$ cat src/tcr_consts.svh
`ifndef TCR_CONSTS_SVH
`define TCR_CONSTS_SVH
`define TCR_OFF_CTRL    8'h00
`define TCR_OFF_EVGEN   8'h04
`define TCR_OFF_STATUS  8'h08
`define TCR_OFF_SLAVE   8'h0C
`define TCR_OFF_COUNT   8'h10
`define TCR_OFF_PSC     8'h14
`define TCR_OFF_ARR     8'h18
`define TCR_OFF_REP     8'h1C
`define TCR_B_RUN       0
`define TCR_B_DIR       1
`define TCR_B_UPDATE_DISABLE      2
`define TCR_B_URS       3
`define TCR_F_CMS       5:4
`define TCR_B_ARPE      6
`define TCR_B_UG        0
`define TCR_B_UIF       0
`define TCR_B_TIF       1
`define TCR_F_SMS       2:0
`define TCR_F_TS        6:4
`define TCR_B_ECE       8
`define TCR_B_ETP       9
`define TCR_F_EXT_TRIGGER_PRESCALE      11:10
`define TCR_F_ETF       15:12
`define TCR_B_EPOL      16
`define TCR_B_TIE       17
`define TCR_SMS_OFF     3'h0
`define TCR_SMS_EXT1    3'h7
`define TCR_CMS_EDGE    2'h0
`define TCR_ARR_RST     16'hFFFF
`define TCR_ZERO16      16'h0000
`define TCR_ONE16       16'h0001
`define TCR_ZERO32      32'h0000_0000
`endif

$ cat src/tcr_pkg.sv
package tcr_pkg;
    typedef enum logic {TCR_DN, TCR_UP} tcr_dir_e;
    typedef enum logic [1:0] {TCR_IDLE, TCR_ANS, TCR_DONE} tcr_bus_e;
    typedef logic [15:0] tcr_cnt_t;
endpackage : tcr_pkg

$ cat src/tcr_timer.sv
// Behaviour
// Center mode counts up from zero to reload minus one, then overflow event.
// After overflow count down to one, underflow event, then count up again from zero.
// In center mode direction bit ignores writes and shows hardware direction.
// Counter-driven updates and shadow loads happen only when repetition count hits zero.
// update_generate makes an update and restarts counter and prescaler from zero.
// update_disable blocks update events; counter keeps counting with current reload.
// repetition_count is not buffered; new value acts on the running rate. Code: takes effect at next zero reload or update_generate.
// With update_request_source set, update_generate does not set the update flag.
// Update loads prescaler and reload shadows; flag per request source.
// Entering center mode starts in the previously written direction.
// Counter write above reload in center mode leaves direction unchanged.
// Counter write of zero or reload sets direction but no update.
// Software avoids direction plus mode in one write and running counter writes.
// Repetition decrements on overflow up, underflow down, both in center mode.
// Center mode repetition span is limited to 128 PWM cycles.
// Software update acts at once and reloads the repetition down-counter.
// Prescaler clock from system clock, edge input, trigger pin or internal trigger.
// Slave off and mode 2 off: software controls, internal clock when running.
// Slave mode 111 counts on chosen edge of selected timer input.
// Trigger select 110 edges advance once, set trigger flag, interrupt if enabled.
// ext_clock2_enable selects counting on filtered ext_trigger_input edges.
// Polarity 0 picks rising edges; prescale 01 counts every second edge.
// Counter advances only while gate, one cycle behind run bit, is active.
// Non-zero center_mode_select means center mode; zero means edge-aligned.
`timescale 1ns/10ps
`default_nettype none
`include "tcr_consts.svh"
module tcr_timer (
    input  wire logic        I_CLK,
    input  wire logic        I_RESET,
    input  wire logic        I_CE,
    input  wire logic [7:0]  I_AVS_ADDRESS,
    input  wire logic        I_AVS_READ,
    input  wire logic        I_AVS_WRITE,
    input  wire logic [31:0] I_AVS_WRITEDATA,
    input  wire logic [3:0]  I_AVS_BYTEENABLE,
    output logic      [31:0] O_AVS_READDATA,
    output logic             O_AVS_WAITREQUEST,
    input  wire logic [1:0]  I_EDGE_IN,
    input  wire logic        I_ETR,
    input  wire logic [3:0]  I_ITRIG,
    output logic             O_UPDATE,
    output logic      [15:0] O_COUNT,
    output logic             O_DIR,
    output logic             O_TRIG_IRQ
);
    function automatic logic hit(input logic [7:0] a, input logic [7:0] off);
        hit = (a == off);
    endfunction : hit

    function automatic logic [31:0] merge(input logic [31:0] old, input logic [31:0] nw,
                                          input logic [3:0] be);
        merge = old;
        for (int i = 0; i < 4; i++) begin
            if (be[i]) begin
                merge[i*8 +: 8] = nw[i*8 +: 8];
            end
        end
    endfunction : merge

    tcr_pkg::tcr_bus_e bus_reg;
    logic [31:0]       ctrl_reg;
    logic [31:0]       slave_reg;
    tcr_pkg::tcr_cnt_t cnt_reg;
    tcr_pkg::tcr_cnt_t psc_pre_reg;
    tcr_pkg::tcr_cnt_t psc_sh_reg;
    tcr_pkg::tcr_cnt_t psc_cnt_reg;
    tcr_pkg::tcr_cnt_t arr_pre_reg;
    tcr_pkg::tcr_cnt_t arr_sh_reg;
    logic [7:0]        rep_reg;
    logic [7:0]        rep_cnt_reg;
    tcr_pkg::tcr_dir_e dir_reg;
    logic              gate_reg;
    logic              uif_reg;
    logic              tif_reg;
    logic [7:0]        src_prev_reg;
    logic [3:0]        flt_cnt_reg;
    logic              etr_flt_reg;
    logic [2:0]        ediv_reg;
    logic [7:0]        src;
    logic [7:0]        src_edge;
    logic              wr_go;
    logic [31:0]       wdata;
    logic              cnt_wr;
    logic              ug_go;
    logic              center;
    logic              ext2;
    logic              ext1;
    logic              psc_tick;
    logic              cnt_tick;
    logic              ovf;
    logic              udf;
    logic              rep_evt;
    logic              update_event;
    logic              ext2_edge;
    logic              etrp;
    logic [2:0]        ediv_top;

    // Bus handshake: request seen, one answer cycle, one recovery cycle
    always_ff @(posedge I_CLK) begin
        if (I_RESET) begin
            bus_reg           <= tcr_pkg::TCR_IDLE;
            O_AVS_WAITREQUEST <= 1'b1;
        end else if (I_CE) begin
            case (bus_reg)
                tcr_pkg::TCR_IDLE: begin
                    if (I_AVS_READ || I_AVS_WRITE) begin
                        bus_reg           <= tcr_pkg::TCR_ANS;
                        O_AVS_WAITREQUEST <= 1'b0;
                    end
                end
                tcr_pkg::TCR_ANS: begin
                    bus_reg           <= tcr_pkg::TCR_DONE;
                    O_AVS_WAITREQUEST <= 1'b1;
                end
                tcr_pkg::TCR_DONE: bus_reg <= tcr_pkg::TCR_IDLE;
                default:           bus_reg <= tcr_pkg::TCR_IDLE;
            endcase
        end
    end

    assign wr_go  = I_CE && I_AVS_WRITE && (bus_reg == tcr_pkg::TCR_ANS);
    assign wdata  = I_AVS_WRITEDATA;
    assign cnt_wr = wr_go && hit(I_AVS_ADDRESS, `TCR_OFF_COUNT);
    assign ug_go  = wr_go && hit(I_AVS_ADDRESS, `TCR_OFF_EVGEN) && wdata[`TCR_B_UG];

    always_ff @(posedge I_CLK) begin
        if (I_RESET) begin
            O_AVS_READDATA <= `TCR_ZERO32;
        end else if (I_CE && bus_reg == tcr_pkg::TCR_IDLE && I_AVS_READ) begin
            case (I_AVS_ADDRESS)
                `TCR_OFF_CTRL:   O_AVS_READDATA <= {ctrl_reg[31:2], dir_reg == tcr_pkg::TCR_DN, ctrl_reg[0]};
                `TCR_OFF_STATUS: O_AVS_READDATA <= {30'h0000_0000, tif_reg, uif_reg};
                `TCR_OFF_SLAVE:  O_AVS_READDATA <= slave_reg;
                `TCR_OFF_COUNT:  O_AVS_READDATA <= {16'h0000, cnt_reg};
                `TCR_OFF_PSC:    O_AVS_READDATA <= {16'h0000, psc_pre_reg};
                `TCR_OFF_ARR:    O_AVS_READDATA <= {16'h0000, arr_pre_reg};
                `TCR_OFF_REP:    O_AVS_READDATA <= {24'h00_0000, rep_reg};
                default:         O_AVS_READDATA <= `TCR_ZERO32;
            endcase
        end
    end

    // Software registers
    always_ff @(posedge I_CLK) begin
        if (I_RESET) begin
            ctrl_reg    <= `TCR_ZERO32;
            slave_reg   <= `TCR_ZERO32;
            psc_pre_reg <= `TCR_ZERO16;
            arr_pre_reg <= `TCR_ARR_RST;
            rep_reg     <= 8'h00;
        end else if (wr_go) begin
            case (I_AVS_ADDRESS)
                `TCR_OFF_CTRL:  ctrl_reg    <= merge(ctrl_reg, wdata, I_AVS_BYTEENABLE) & 32'h0000_007F;
                `TCR_OFF_SLAVE: slave_reg   <= merge(slave_reg, wdata, I_AVS_BYTEENABLE) & 32'h0003_FF77;
                `TCR_OFF_PSC:   psc_pre_reg <= 16'(merge({16'h0000, psc_pre_reg}, wdata, I_AVS_BYTEENABLE));
                `TCR_OFF_ARR:   arr_pre_reg <= 16'(merge({16'h0000, arr_pre_reg}, wdata, I_AVS_BYTEENABLE));
                `TCR_OFF_REP:   rep_reg     <= 8'(merge({24'h00_0000, rep_reg}, wdata, I_AVS_BYTEENABLE));
                default:        rep_reg     <= rep_reg;
            endcase
        end
    end

    assign center = ctrl_reg[`TCR_F_CMS] != `TCR_CMS_EDGE;
    assign ext2   = slave_reg[`TCR_B_ECE];
    assign ext1   = !ext2 && slave_reg[`TCR_F_SMS] == `TCR_SMS_EXT1;

    // External trigger filter: level must hold for the programmed samples
    always_ff @(posedge I_CLK) begin
        if (I_RESET) begin
            flt_cnt_reg <= 4'h0;
            etr_flt_reg <= 1'b0;
        end else if (I_CE) begin
            if (I_ETR == etr_flt_reg) begin
                flt_cnt_reg <= 4'h0;
            end else if (flt_cnt_reg >= slave_reg[`TCR_F_ETF]) begin
                etr_flt_reg <= I_ETR;
                flt_cnt_reg <= 4'h0;
            end else begin
                flt_cnt_reg <= flt_cnt_reg + 4'h1;
            end
        end
    end

    assign etrp = etr_flt_reg ^ slave_reg[`TCR_B_ETP];
    assign src  = {etrp, I_EDGE_IN, 1'b0, I_ITRIG};

    // Edge detect on every trigger source
    genvar g;
    generate
        for (g = 0; g < 8; g++) begin : g_edge
            always_ff @(posedge I_CLK) begin
                if (I_RESET) begin
                    src_prev_reg[g] <= 1'b0;
                end else if (I_CE) begin
                    src_prev_reg[g] <= src[g];
                end
            end
            assign src_edge[g] = slave_reg[`TCR_B_EPOL] ? (src_prev_reg[g] && !src[g])
                                                          : (!src_prev_reg[g] && src[g]);
        end
    endgenerate

    assign ext2_edge = !src_prev_reg[7] && src[7];
    assign ediv_top  = 3'((4'h1 << slave_reg[`TCR_F_EXT_TRIGGER_PRESCALE]) - 4'h1);

    // Mode 2 edge prescaler: one tick per 1, 2, 4 or 8 edges
    always_ff @(posedge I_CLK) begin
        if (I_RESET) begin
            ediv_reg <= 3'h0;
        end else if (I_CE && ext2 && ext2_edge) begin
            ediv_reg <= (ediv_reg >= ediv_top) ? 3'h0 : ediv_reg + 3'h1;
        end
    end

    always_comb begin
        if (ext2) begin
            psc_tick = ext2_edge && ediv_reg >= ediv_top;
        end else if (ext1) begin
            psc_tick = src_edge[slave_reg[`TCR_F_TS]];
        end else begin
            psc_tick = 1'b1;
        end
    end

    always_ff @(posedge I_CLK) begin
        if (I_RESET) begin
            gate_reg <= 1'b0;
        end else if (I_CE) begin
            gate_reg <= ctrl_reg[`TCR_B_RUN];
        end
    end

    // Prescaler counter
    always_ff @(posedge I_CLK) begin
        if (I_RESET) begin
            psc_cnt_reg <= `TCR_ZERO16;
        end else if (I_CE) begin
            if (ug_go) begin
                psc_cnt_reg <= `TCR_ZERO16;
            end else if (gate_reg && psc_tick) begin
                psc_cnt_reg <= (psc_cnt_reg >= psc_sh_reg) ? `TCR_ZERO16 : psc_cnt_reg + `TCR_ONE16;
            end
        end
    end

    assign cnt_tick = gate_reg && psc_tick && psc_cnt_reg >= psc_sh_reg;
    assign ovf = cnt_tick && dir_reg == tcr_pkg::TCR_UP &&
                 (center ? cnt_reg + `TCR_ONE16 >= arr_sh_reg : cnt_reg >= arr_sh_reg);
    assign udf = cnt_tick && dir_reg == tcr_pkg::TCR_DN &&
                 (center ? cnt_reg <= `TCR_ONE16 : cnt_reg == `TCR_ZERO16);
    assign rep_evt = !ug_go && (ovf || udf);
    assign update_event = !ctrl_reg[`TCR_B_UPDATE_DISABLE] && (ug_go || (rep_evt && rep_cnt_reg == 8'h00));

    // Repetition down-counter
    always_ff @(posedge I_CLK) begin
        if (I_RESET) begin
            rep_cnt_reg <= 8'h00;
        end else if (I_CE) begin
            if (ug_go) begin
                rep_cnt_reg <= rep_reg;
            end else if (rep_evt) begin
                rep_cnt_reg <= (rep_cnt_reg == 8'h00) ? rep_reg : rep_cnt_reg - 8'h01;
            end
        end
    end

    // Shadows load on update; reload shadow also follows direct writes while ARPE is clear
    always_ff @(posedge I_CLK) begin
        if (I_RESET) begin
            arr_sh_reg <= `TCR_ARR_RST;
            psc_sh_reg <= `TCR_ZERO16;
        end else if (I_CE) begin
            if (update_event) begin
                arr_sh_reg <= arr_pre_reg;
                psc_sh_reg <= psc_pre_reg;
            end else if (!ctrl_reg[`TCR_B_ARPE]) begin
                arr_sh_reg <= arr_pre_reg;
            end
        end
    end

    // Main counter
    always_ff @(posedge I_CLK) begin
        if (I_RESET) begin
            cnt_reg <= `TCR_ZERO16;
        end else if (I_CE) begin
            if (ug_go) begin
                cnt_reg <= `TCR_ZERO16;
            end else if (cnt_wr) begin
                cnt_reg <= 16'(merge({16'h0000, cnt_reg}, wdata, I_AVS_BYTEENABLE));
            end else if (cnt_tick) begin
                if (center) begin
                    cnt_reg <= (dir_reg == tcr_pkg::TCR_UP) ? cnt_reg + `TCR_ONE16 : cnt_reg - `TCR_ONE16;
                end else if (ovf) begin
                    cnt_reg <= `TCR_ZERO16;
                end else if (udf) begin
                    cnt_reg <= update_event ? arr_pre_reg : arr_sh_reg;
                end else begin
                    cnt_reg <= (dir_reg == tcr_pkg::TCR_UP) ? cnt_reg + `TCR_ONE16 : cnt_reg - `TCR_ONE16;
                end
            end
        end
    end

    // Direction: software in edge mode, hardware in center mode
    always_ff @(posedge I_CLK) begin
        if (I_RESET) begin
            dir_reg <= tcr_pkg::TCR_UP;
        end else if (I_CE) begin
            if (!center) begin
                if (wr_go && hit(I_AVS_ADDRESS, `TCR_OFF_CTRL) && I_AVS_BYTEENABLE[0]) begin
                    dir_reg <= wdata[`TCR_B_DIR] ? tcr_pkg::TCR_DN : tcr_pkg::TCR_UP;
                end
            end else if (cnt_wr) begin
                if (wdata[15:0] == `TCR_ZERO16) begin
                    dir_reg <= tcr_pkg::TCR_UP;
                end else if (wdata[15:0] == arr_sh_reg) begin
                    dir_reg <= tcr_pkg::TCR_DN;
                end
            end else if (!ug_go && ovf) begin
                dir_reg <= tcr_pkg::TCR_DN;
            end else if (!ug_go && udf) begin
                dir_reg <= tcr_pkg::TCR_UP;
            end
        end
    end

    // Sticky flags, set wins over write-one-to-clear
    always_ff @(posedge I_CLK) begin
        if (I_RESET) begin
            uif_reg <= 1'b0;
            tif_reg <= 1'b0;
        end else if (I_CE) begin
            if (update_event && !(ug_go && ctrl_reg[`TCR_B_URS])) begin
                uif_reg <= 1'b1;
            end else if (wr_go && hit(I_AVS_ADDRESS, `TCR_OFF_STATUS) && wdata[`TCR_B_UIF]) begin
                uif_reg <= 1'b0;
            end
            if (ext1 && gate_reg && psc_tick) begin
                tif_reg <= 1'b1;
            end else if (wr_go && hit(I_AVS_ADDRESS, `TCR_OFF_STATUS) && wdata[`TCR_B_TIF]) begin
                tif_reg <= 1'b0;
            end
        end
    end

    always_ff @(posedge I_CLK) begin
        if (I_RESET) begin
            O_UPDATE   <= 1'b0;
            O_COUNT    <= `TCR_ZERO16;
            O_DIR      <= 1'b0;
            O_TRIG_IRQ <= 1'b0;
        end else if (I_CE) begin
            O_UPDATE   <= update_event;
            O_COUNT    <= cnt_reg;
            O_DIR      <= dir_reg == tcr_pkg::TCR_DN;
            O_TRIG_IRQ <= tif_reg && slave_reg[`TCR_B_TIE];
        end
    end
endmodule : tcr_timer
`default_nettype wire

$ cat config.mk
export PLATFORM = sky130hd
export DESIGN_NAME = tcr_timer
export DESIGN_NICKNAME = d
export VERILOG_FILES = /design/src/tcr_pkg.sv /design/src/tcr_timer.sv
export VERILOG_INCLUDE_DIRS = /design/src /design/src/src
export SDC_FILE = /design/constraint.sdc
export NUM_CORES = 1
export LEC_CHECK = 0
export CAP_MARGIN = 20
export CORE_ASPECT_RATIO = 1.4
export CORE_UTILIZATION = 43
export CTS_BUF_LIST = sky130_fd_sc_hd__clkbuf_8
export CTS_CLUSTER_SIZE = 24
export DETAILED_ROUTE_END_ITERATION = 7
export DONT_BUFFER_PORTS = 1
export GPL_ROUTABILITY_DRIVEN = 0
export MAX_ROUTING_LAYER = met4
export PLACE_DENSITY = 0.58
export SLEW_MARGIN = 40
export SYNTH_ARGS = -nofsm -noshare
export SYNTH_HDL_FRONTEND = slang
export SYNTH_SLANG_ARGS = --single-unit
$ cat constraint.sdc
create_clock -name I_CLK -period 4.33 [get_ports I_CLK]
set_input_delay 0 -clock I_CLK [delete_from_list [all_inputs] [get_ports I_CLK]]
set_output_delay 0 -clock I_CLK [all_outputs]
set_load 0.005 [all_outputs]
Yosys cells after proc, flatten, opt, wreduce, memory -nomap -nowiden
Cells that the tools add are included.

Register bits after elaboration: 208. Bits of input ports: 56. Output and inout bits: 52. Logic and storage cells: 223.

Add/subtract/negate cells: 7. Magnitude comparators: 7. Eq/ne operators: 17. Shifts and indexed selects: 1. Muxes and demuxes: 51. Bitwise gates (word level): 3. Reductions and logical operators: 101.

Operators by type and width (count): two-way mux 16 bit (13); case mux 18 bit (7 select lines) (1); >= comparator 16 bit (3); logical AND 1 bit (46); two-way mux 8 bit (5); AND reduction 3 bit (13); adder 16 x 1 -> 16 bit (second input constant) (2); == test 8 x 5 -> 1 bit (second input constant) (4); logical NOT 16 bit (2); two-way mux 1 bit (25); logical NOT 1 bit (18); == test 16 bit (1); == test 8 x 4 -> 1 bit (second input constant) (2); less-or-equal comparator 16 x 1 -> 1 bit (second input constant) (1); logical NOT 8 bit (2); subtractor 16 x 1 -> 16 bit (second input constant) (1); AND reduction 2 bit (7); nonzero test 2 bit (7); == test 8 x 3 -> 1 bit (second input constant) (1); two-way mux 4 bit (2); != test 4 x 2 -> 1 bit (second input constant) (2); subtractor 8 x 1 -> 8 bit (second input constant) (1); != test 3 x 2 -> 1 bit (second input constant) (2); adder 4 x 1 -> 4 bit (second input constant) (1); 22 further kinds (25).

Depth between registers and ports, before layout
Gate-level depths: netlist of run 1.

Depth in word-level cells: 24. Depth in mapped cells: 18. Depth with buffers taken out: 16.

Least setup slack after synthesis of run 1
OpenSTA, ideal clock, no wires.

Kind: register to register. Start point: register cnt_reg[3]. End point: register arr_sh_reg[10]. Setup time: 0.070 ns. Arrival: 3.808 ns. Data required time: 4.260 ns. Setup slack: 0.452 ns. Stages on the path, launching flop included: 18. Path buffers: 2. Period minus slack after synthesis: 3.878 ns. Cell sequence: dfxtp_1 clkbuf_1 nand4_1 nor2_1 and3_1 and3_1 nand3_1 xnor2_1 ha_1 a21o_1 a211oi_1 nand2_1 o32ai_1 a21oi_1 o31ai_1 clkbuf_1 nor3_1 a21oi_1.

Longest elaborated chain between the ends: 11. Elaborated cells between the ends (all ways): 17. Classes of those cells: add/sub (1); order compare (3); eq/ne (1); mux (3); reduce/logical (9).

RTL lines: start: declaration (line tcr_timer.sv:65) `tcr_pkg::tcr_cnt_t cnt_reg;`; start signal: assignment (line tcr_timer.sv:287) `` cnt_reg <= `TCR_ZERO16; ``; start signal: assignment (line tcr_timer.sv:290) `` cnt_reg <= `TCR_ZERO16; ``; start signal: assignment (line tcr_timer.sv:292) `cnt_reg <= 16'(merge({16'h0000, cnt_reg}, wdata, I_AVS_BYTEENABLE));`; adder 16 x 1 -> 16 bit (no source line); >= comparator 16 bit (line tcr_timer.sv:250) `` (center ? cnt_reg + `TCR_ONE16 >= arr_sh_reg : cnt_reg >= arr_sh_reg); ``; two-way mux 1 bit (line tcr_timer.sv:250); logical AND 1 bit (line tcr_timer.sv:249) `assign ovf = cnt_tick && dir_reg == tcr_pkg::TCR_UP &&`; logical OR 1 bit (*) (line tcr_timer.sv:253) `assign rep_evt = !ug_go && (ovf || udf);`; logical AND 1 bit (*) (line tcr_timer.sv:253); logical AND 1 bit (*) (line tcr_timer.sv:254) `` assign update_event = !ctrl_reg[`TCR_B_UPDATE_DISABLE] && (ug_go || (rep_evt && rep_cnt_reg == 8'h00)); ``; logical OR 1 bit (*) (line tcr_timer.sv:254); logical AND 1 bit (*) (line tcr_timer.sv:254); != test 2 x 1 -> 1 bit (no source line); AND reduction 2 bit (no source line); end signal: assignment (line tcr_timer.sv:272) `` arr_sh_reg <= `TCR_ARR_RST; ``; end signal: assignment (line tcr_timer.sv:276) `arr_sh_reg <= arr_pre_reg;`; end signal: assignment (line tcr_timer.sv:279) `arr_sh_reg <= arr_pre_reg;`; end: declaration (line tcr_timer.sv:70) `tcr_pkg::tcr_cnt_t arr_sh_reg;`.

Every way passes the cells marked *; elsewhere a longest branch is shown, timed or not. A chain may end at the register's enable or synchronous reset.

Final worst setup path of run 1
Start point: register cnt_reg[1]. End point: register psc_sh_reg[14].

Longest elaborated chain between the ends: 10. Elaborated cells between the ends (all ways): 15. Classes of those cells: add/sub (1); order compare (3); mux (2); reduce/logical (9).

RTL lines: adder 16 x 1 -> 16 bit (no source line); >= comparator 16 bit (line tcr_timer.sv:250); two-way mux 1 bit (line tcr_timer.sv:250); logical AND 1 bit (line tcr_timer.sv:249); logical OR 1 bit (*) (line tcr_timer.sv:253); logical AND 1 bit (*) (line tcr_timer.sv:253); logical AND 1 bit (*) (line tcr_timer.sv:254); logical OR 1 bit (*) (line tcr_timer.sv:254); logical AND 1 bit (*) (line tcr_timer.sv:254); AND reduction 2 bit (no source line) (*); end signal: assignment (line tcr_timer.sv:273) `` psc_sh_reg <= `TCR_ZERO16; ``; end signal: assignment (line tcr_timer.sv:277) `psc_sh_reg <= psc_pre_reg;`; end: declaration (line tcr_timer.sv:67) `tcr_pkg::tcr_cnt_t psc_sh_reg;`.

Marks and branches as above.

==> metrics.md, run 1 <==
| Metric | Value |
|---|---|
| Status | `complete, but fails checks` |
| Failing checks | `DRC` |
| Max-Cap Viols | `0` |
| Met1 usage | `35.3%` |
| Multi-input gate area | `6750 sq um` |
| HPWL after detailed placement | `26300 microns` |
| CTS tree | `done` |
| Area of the mapped netlist | `11300 sq um` |
| H-tree Lvls | `4` |
| Final Setup Violations | `0` |
| Max FFs per register | `18` |
| Met2 Track Usage GR | `46.3%` |
| Cell leakage power | `4.98 nW` |
| Top-area cell type share of the netlist area | `34.2%` |
| Seq/Total Area, Yosys | `34.2%` |
| Setup TNS | `0 ns` |
| CTS clk-pin slew, worst paths | `0.10 ns` |
| Asr flop ratio synth | `0%` |
| Mean Syn Cell Area | `7.92 sq um` |
| Drt drc | `2` |
| Commonest cells in the synthesized netlist | `dfxtp_1, nand2_1, nor2_1` |
| Root buffer cell | `clkbuf_8` |
| Vias in the first global route | `9763` |
| Post-route ant nets | `0` |
| Later-pin clock latency in the skew report | `0.50 ns` |
| DP Worst Slack | `0.295 ns` |
| Crit end category | `flip-flop` |
| P&R area growth vs syn | `8.97%` |
| Cells after synthesis | `1426` |
| Final hold viol count | `0` |
| Crit Path Max Fanout | `10` |
| Slew Limit Headroom | `45.4%` |
| Slew Viols, Final | `0` |
| Nets@finish | `1534` |
| WP data required | `4.76 ns` |
| Share of cells above drive strength 1 | `7.08%` |
| Die area | `26900 sq um` |
| Total core area | `25600 sq um` |
| Final wirelength | `37700 microns` |
| Worst slew pin tran | `0.818 ns` |
| CP Launch Type | `flip-flop` |
| Number of diodes | `0` |
| Pre-antenna DRT Iters | `8` |
| Vias per inst | `5.97` |
| Peak Freq | `0.253 GHz` |
| Starting density of the core | `44.2%` |
| Yosys top cell by area | `dfxtp_1` |
| Gr busiest metal | `met2` |
| GRT Util Overall | `29.0%` |
| Count of cell types in the netlist | `81` |
| Yosys reg bits | `193` |
| Power Density | `250 nW/um^2` |
| Pin count of the biggest net entering global routing | `184` |
| Final period util | `91.1%` |
| Crit Path Class | `flip-flop to flip-flop` |
| Main synth FF type | `dfxtp_1` |
| Unrepaired setup endpoints after global routing | `no` |
| Worst vdd ir | `183 uV` |
| Most common cell in the netlist | `dfxtp_1` |
| Met3 GRT Util | `4.72%` |
| Register area | `3860 sq um` |
| Number of synthesized flops with an enable pin | `0` |
| Largest Register | `O_AVS_READDATA` |
| First-pass GRT wire length | `58200 microns` |
| Port bufs | `0` |
| Hold crit path type | `input port to flip-flop` |
| Global route overflow | `0` |
| Drt initial violations | `919` |
| CTS max path bufs | `2` |
| Final Skew | `0.0176 ns` |
| FILL cells | `2576` |
| WL/cell | `21.6 microns` |
| CTS Buf Count | `17` |
| PnR worst setup slack | `0.385 ns` |
| Initial antenna violation count | `0` |
| DIE HEIGHT | `194 microns` |
| Routed vias | `10400` |
| Clk sinks | `193` |
| Cell Rows | `69` |
| Largest cells by area after synthesis | `dfxtp_1, ha_1, nand2_1` |
| Critical path arrival | `4.37 ns` |
| Synthesis Warnings | `0` |
| Die X | `139 microns` |
| Io pins | `108` |
| Min Tclk post-route | `3.95 ns` |
==> cells in the final DEF (no fill, tap or decap), types with 11 or more instances in the layout <==
| cell | synthesis | final |
|---|---|---|
| a22oi_1 | 43 | 43 |
| dfxtp_1 | 193 | 193 |
| nor3_1 | 30 | 29 |
| nor4_1 | 17 | 16 |
| mux2i_1 | 52 | 52 |
| xnor2_1 | 18 | 18 |
| a211oi_1 | 26 | 26 |
| and3_1 | 18 | 18 |
| a21oi_1 | 117 | 116 |
| dlygate4sd3_1 | 0 | 39 |
| or3_1 | 16 | 16 |
| a21oi_2 | 10 | 11 |
| nand2_1 | 164 | 164 |
| clkbuf_8 | 0 | 19 |
| o211ai_1 | 16 | 16 |
| nand3b_1 | 19 | 19 |
| nand3_1 | 64 | 64 |
| o21ai_0 | 47 | 46 |
| inv_1 | 58 | 59 |
| nor2_1 | 154 | 153 |
| ha_1 | 63 | 63 |
| buf_4 | 15 | 31 |
| conb_1 | 1 | 14 |
| nand4_1 | 13 | 13 |
| xor2_1 | 33 | 33 |
==> metrics by stage <==
step | total power, W | hold slack, ns | utilization (%) | cell area [sq um] | cells
CTS | 0.00309 | 0.00389 | 48.0 | 12300 | 1743
global placement | 0.00190 | 0.100 | 44.9 | 11500 | 1672
detailed placement | 0.00190 | 0.103 | 44.9 | 11500 | 1672
finish | 0.00307 | 0.0144 | 48.1 | 12300 | 1746
floorplan | 0.00193 | 0.121 | - | 11300 | 1439
global route | 0.00317 | 0.0624 | 48.1 | 12300 | 1746
==> final cells by class <==
| class | count | area share (%) |
|---|---|---|
| flip-flops and latches | 193 | 31.4 |
| well taps | 319 | 3.25 |
| multi-input cells | 1069 | 54.9 |
| repair buffers | 75 | 5.81 |
| clock buffers | 19 | 2.13 |
| clock inverters | 12 | 0.692 |
| inverters | 59 | 1.80 |
==> final timing paths <==
check	from	end	slack (ns)	cells past startpoint
min reg2reg	psc_sh_reg[1]	psc_sh_reg[1]	0.46	2
max	cnt_reg[1]	psc_sh_reg[14]	0.38	16
max reg2reg	cnt_reg[1]	psc_sh_reg[14]	0.38	16
min	I_RESET	psc_cnt_reg[3]	0.01	2
==> repair_timing <==
action | in CTS | in global routing
endpoints found under the hold margin | 193 | 2
gates resized for setup | 0 | 3
hold buffers | 40 | 1
setup buffers | 0 | 0
endpoints found under the setup margin | 0 | 21
==> kinds of logic after synthesis <==
family / after synthesis / synth area share [%]
xor gates and xnor gates: 51 / 3.96
adders and majority gates: 63 / 6.98
and+or+nand+nor: 544 / 23.1
muxes: 54 / 4.91
AOI/OAI and AO/OA: 343 / 20.1
DFF: 193 / 34.2
other: 1 / 0.0332
buffers and inverters: 177 / 6.72
==> critical path, stage by stage (launching register included) <==
cell and delay, ns:
dfxtp_1 0.35, ha_1 0.26, nand3_1 0.10, nor2_1 0.21, and3_1 0.25, and3_1 0.23
nand3_1 0.11, xnor2_1 0.18, ha_1 0.32, and4_1 0.23, o41a_1 0.18, o32ai_2 0.13
a211o_1 0.34, a211oi_4 0.56, buf_6 0.22, nand2_1 0.08, a21oi_2 0.13
==> layer usage <==
| metal | vias up | routed length [microns] |
|---|---|---|
| li1 | 5004 | - |
| met1 | 4930 | 15700 |
| met2 | 397 | 17700 |
| met3 | 87 | 2560 |
| met4 | 0 | 1780 |
| met5 | - | 0 |
==> where the power goes <==
part	switching, W	internal [W]
combinational	0.000109	0.0000589
sequential	0.00000572	0.00178
clock	0.000689	0.000426
total	0.000803	0.00227
Note: power is estimated with default switching activity, not from simulation.
==> run 2, diff against run 1 <==
--- a/config.mk
+++ b/config.mk
@@ -6,6 +6,7 @@
 export SDC_FILE = /design/constraint.sdc
 export NUM_CORES = 1
 export LEC_CHECK = 0
+export ABC_AREA = 1
 export CAP_MARGIN = 20
 export CORE_ASPECT_RATIO = 1.4
 export CORE_UTILIZATION = 43
==> run 2 against run 1 <==
  * The flow now finishes without violations
  * Total power rose by 9.7%
  * Area after synthesis rose by 1.4%
  * Synthesized cell count rose by 16%
  * Worst setup slack improved by 0.052 ns
  * Final area rose by 2.4%
  * Utilization rose by 0.12 points
  * Critical path depth rose by 11
  * Non-clock buffer count fell by 3
  * Via count rose by 6.3%
  * Critical endpoint is now cnt_reg[7]
  * Largest cell class unchanged
  * Largest power group unchanged
  * Highest routed layer unchanged
==> metrics.md, run 2 <==
| Metric | Value |
|---|---|
| Status | `completed` |
| Die X | `140 microns` |
| Pre-antenna DRT Iters | `5` |
| Cells after synthesis | `1649` |
| Seq/Total Area, Yosys | `33.7%` |
| Hold Path Sink | `dir_reg` |
| Mean Syn Cell Area | `6.94 sq um` |
| RR Endpoint | `cnt_reg[7]` |
| Most frequent cells in the layout | `nand2_1, a21oi_1, dfxtp_1` |
| Top-area cell type share of the netlist area | `33.7%` |
| Met2 Track Usage GR | `49.5%` |
| Later-pin clock latency in the skew report | `0.50 ns` |
| Vias per inst | `5.53` |
| Slew Viols, Final | `0` |
| FILL cells | `2689` |
| Peak Freq | `0.257 GHz` |
| Hold crit path type | `input port to flip-flop` |
| Starting density of the core | `43.9%` |
| WL/cell | `18.4 microns` |
| Final hold viol count | `0` |
| Share of cells above drive strength 1 | `8.33%` |
| Global route overflow | `0` |
| PnR worst setup slack | `0.437 ns` |
| Final wirelength | `36900 microns` |
| Gr busiest metal | `met2` |
| Post-CTS Setup Bufs | `0` |
| R2R Path Start | `cnt_reg[1]` |
| Crit path top cell by count | `nand2_1` |
| CTS Buf Count | `17` |
| Setup TNS | `0 ns` |
| CTS clk-pin slew, worst paths | `0.11 ns` |
| Largest cells by area after synthesis | `dfxtp_1, nand2_1, a21oi_1` |
| Io pins | `108` |
| Most common cell in the netlist | `nand2_1` |
| Reg-to-reg setup timing slack | `0.44 ns` |
| CTS max path bufs | `2` |
| Count of cell types in the netlist | `54` |
| Drt initial violations | `898` |
| Crit Path Class | `flip-flop to flip-flop` |
| CP Launch Type | `flip-flop` |
| First-pass GRT wire length | `57700 microns` |
| Min Tclk post-route | `3.89 ns` |
| H-tree Lvls | `4` |
| Cell Rows | `70` |
| Synthesis Warnings | `0` |
| Pin count of the biggest net entering global routing | `79` |
| Slowest stage delay, CP | `0.43 ns` |
| Unrepaired setup endpoints after global routing | `no` |
| Worst slew pin tran | `0.754 ns` |
| Yosys reg bits | `193` |
| Worst Hold Depth | `5` |
| Final period util | `89.9%` |
| Vias in the first global route | `10600` |
| Design area | `12600 sq um` |
| Dpl cell area | `11700 sq um` |
| GRT Util Overall | `28.2%` |
| Routed vias | `11100` |
| Initial antenna violation count | `0` |
| Leading cell type in the layout, fill and taps excluded | `nand2_1` |
| Number of diodes | `0` |
| Largest Register | `O_AVS_READDATA` |
| Hold Startpoint | `I_AVS_WRITEDATA[14]` |
| Commonest cells in the synthesized netlist | `nand2_1, a21oi_1, dfxtp_1` |
| Main synth FF type | `dfxtp_1` |
| Met1 usage | `32.9%` |
| WP buf/inv | `4` |
| Register-to-Register Path Depth | `27` |
| Max FFs per register | `18` |
| Crit Path Max Fanout | `16` |
| Total core area | `26100 sq um` |
| Slew Limit Headroom | `49.7%` |
| DIE HEIGHT | `195 microns` |
| Port bufs | `0` |
| Die area | `27300 sq um` |
| HPWL after detailed placement | `27000 microns` |
| Crit-path slowest cell | `dfxtp_1` |
| Final Setup Violations | `0` |
| WP data required | `4.71 ns` |
| Critical path arrival | `4.27 ns` |
| Clk sinks | `193` |
| Yosys top cell by area | `dfxtp_1` |
| Crit path max-delay family | `simple AND/OR/NAND/NOR gates` |
| Met3 GRT Util | `2.92%` |
| Asr flop ratio synth | `0%` |
| Worst vdd ir | `191 uV` |
| Drt drc | `0` |
| Cell leakage power | `5.55 nW` |
| Max-Cap Viols | `0` |
| Root buffer cell | `clkbuf_8` |
| Post-route ant nets | `0` |
| CTS tree | `done` |
| P&R area growth vs syn | `10.0%` |
| Crit end category | `flip-flop` |
| DP Worst Slack | `0.303 ns` |
| Final Skew | `0.0207 ns` |
| Number of synthesized flops with an enable pin | `0` |
| Nets@finish | `1787` |
| Worst hold slack | `0.0203 ns` |
| Area of the mapped netlist | `11400 sq um` |
| Power Density | `267 nW/um^2` |
-- run 2: changes by cell type after synthesis, moves of 22 or more --
cell / delta
clkbuf_1: -40
a211oi_1: -22
mux2i_1: -52
nor2_1: -45
a22oi_1: -41
nand2_1: +163
o21ai_0: +98
inv_1: +116
a21oi_1: +88
nand3_1: +44
-- run 2: through the flow --
step / instances / power [W] / util [%]
finish: 2005 / 0.00337 / 48.3
global route: 2005 / 0.00348 / 48.3
CTS: 2005 / 0.00338 / 48.2
detailed placement: 1934 / 0.00208 / 45.0
global placement: 1934 / 0.00208 / 45.0
floorplan: 1662 / 0.00204 / -
-- run 2: cell families (layout without fill, tap and decap cells) --
family / Yosys count / after routing / synth area share [%]
fa+ha+maj: 63 / 63 / 6.89
other cells: 1 / 14 / 0.0328
flops: 193 / 193 / 33.7
compound gates: 446 / 446 / 21.7
xor+xnor: 37 / 37 / 2.83
simple gates: 634 / 634 / 24.5
buf+inv: 275 / 294 / 10.3
-- run 2: worst max path at each step --
| stage | startpoint | cells after the start | to | slack [ns] |
|---|---|---|---|---|
| after floorplan | cnt_reg[0] | 24 | psc_sh_reg[10] | 0.98 |
| after global placement | cnt_reg[1] | 27 | cnt_reg[7] | 0.28 |
| after detailed placement | cnt_reg[1] | 24 | psc_sh_reg[15] | 0.30 |
| after CTS | cnt_reg[1] | 24 | psc_sh_reg[12] | 0.25 |
| after global routing | cnt_reg[0] | 28 | cnt_reg[3] | 0.01 |
| final | cnt_reg[1] | 27 | cnt_reg[7] | 0.44 |
-- run 2: layout make-up --
| cell class | instances | area [sq um] | area share [%] |
|---|---|---|---|
| clock inverters | 15 | 174 | 1.38 |
| multi-input cells | 1194 | 6480 | 51.5 |
| clock buffers | 17 | 234 | 1.86 |
| inverters | 190 | 718 | 5.70 |
| repair buffers | 72 | 716 | 5.68 |
| well taps | 324 | 405 | 3.22 |
| flip-flops and latches | 193 | 3860 | 30.7 |
-- run 2: worst min-delay path: stages --
cell and delay, ns:
xnor2_1 0.07, nand4_1 0.13, o41ai_1 0.08, o211ai_1 0.10, o21ai_0 0.09
-- run 2: what timing repair did --
action	CTS	global route
gates resized for setup	0	6
hold buffers	39	0
endpoints found under the hold margin	165	0
endpoints found under the setup margin	0	43
-- run 2: metal layers --
metal / up-vias / share of wire [%]
met3: 57 / 3.5
met4: 0 / 2.6
li1: 5547 / -
met1: 5191 / 43
met5: - / 0
met2: 283 / 51
-- run 2: where the power goes --
group / leakage, nW / switching, W / internal [W] / total [W]
registers: 1.56 / 0.0000217 / 0.00180 / 0.00182
clock network: 0.194 / 0.000739 / 0.000532 / 0.00127
logic: 3.79 / 0.000184 / 0.0000886 / 0.000273
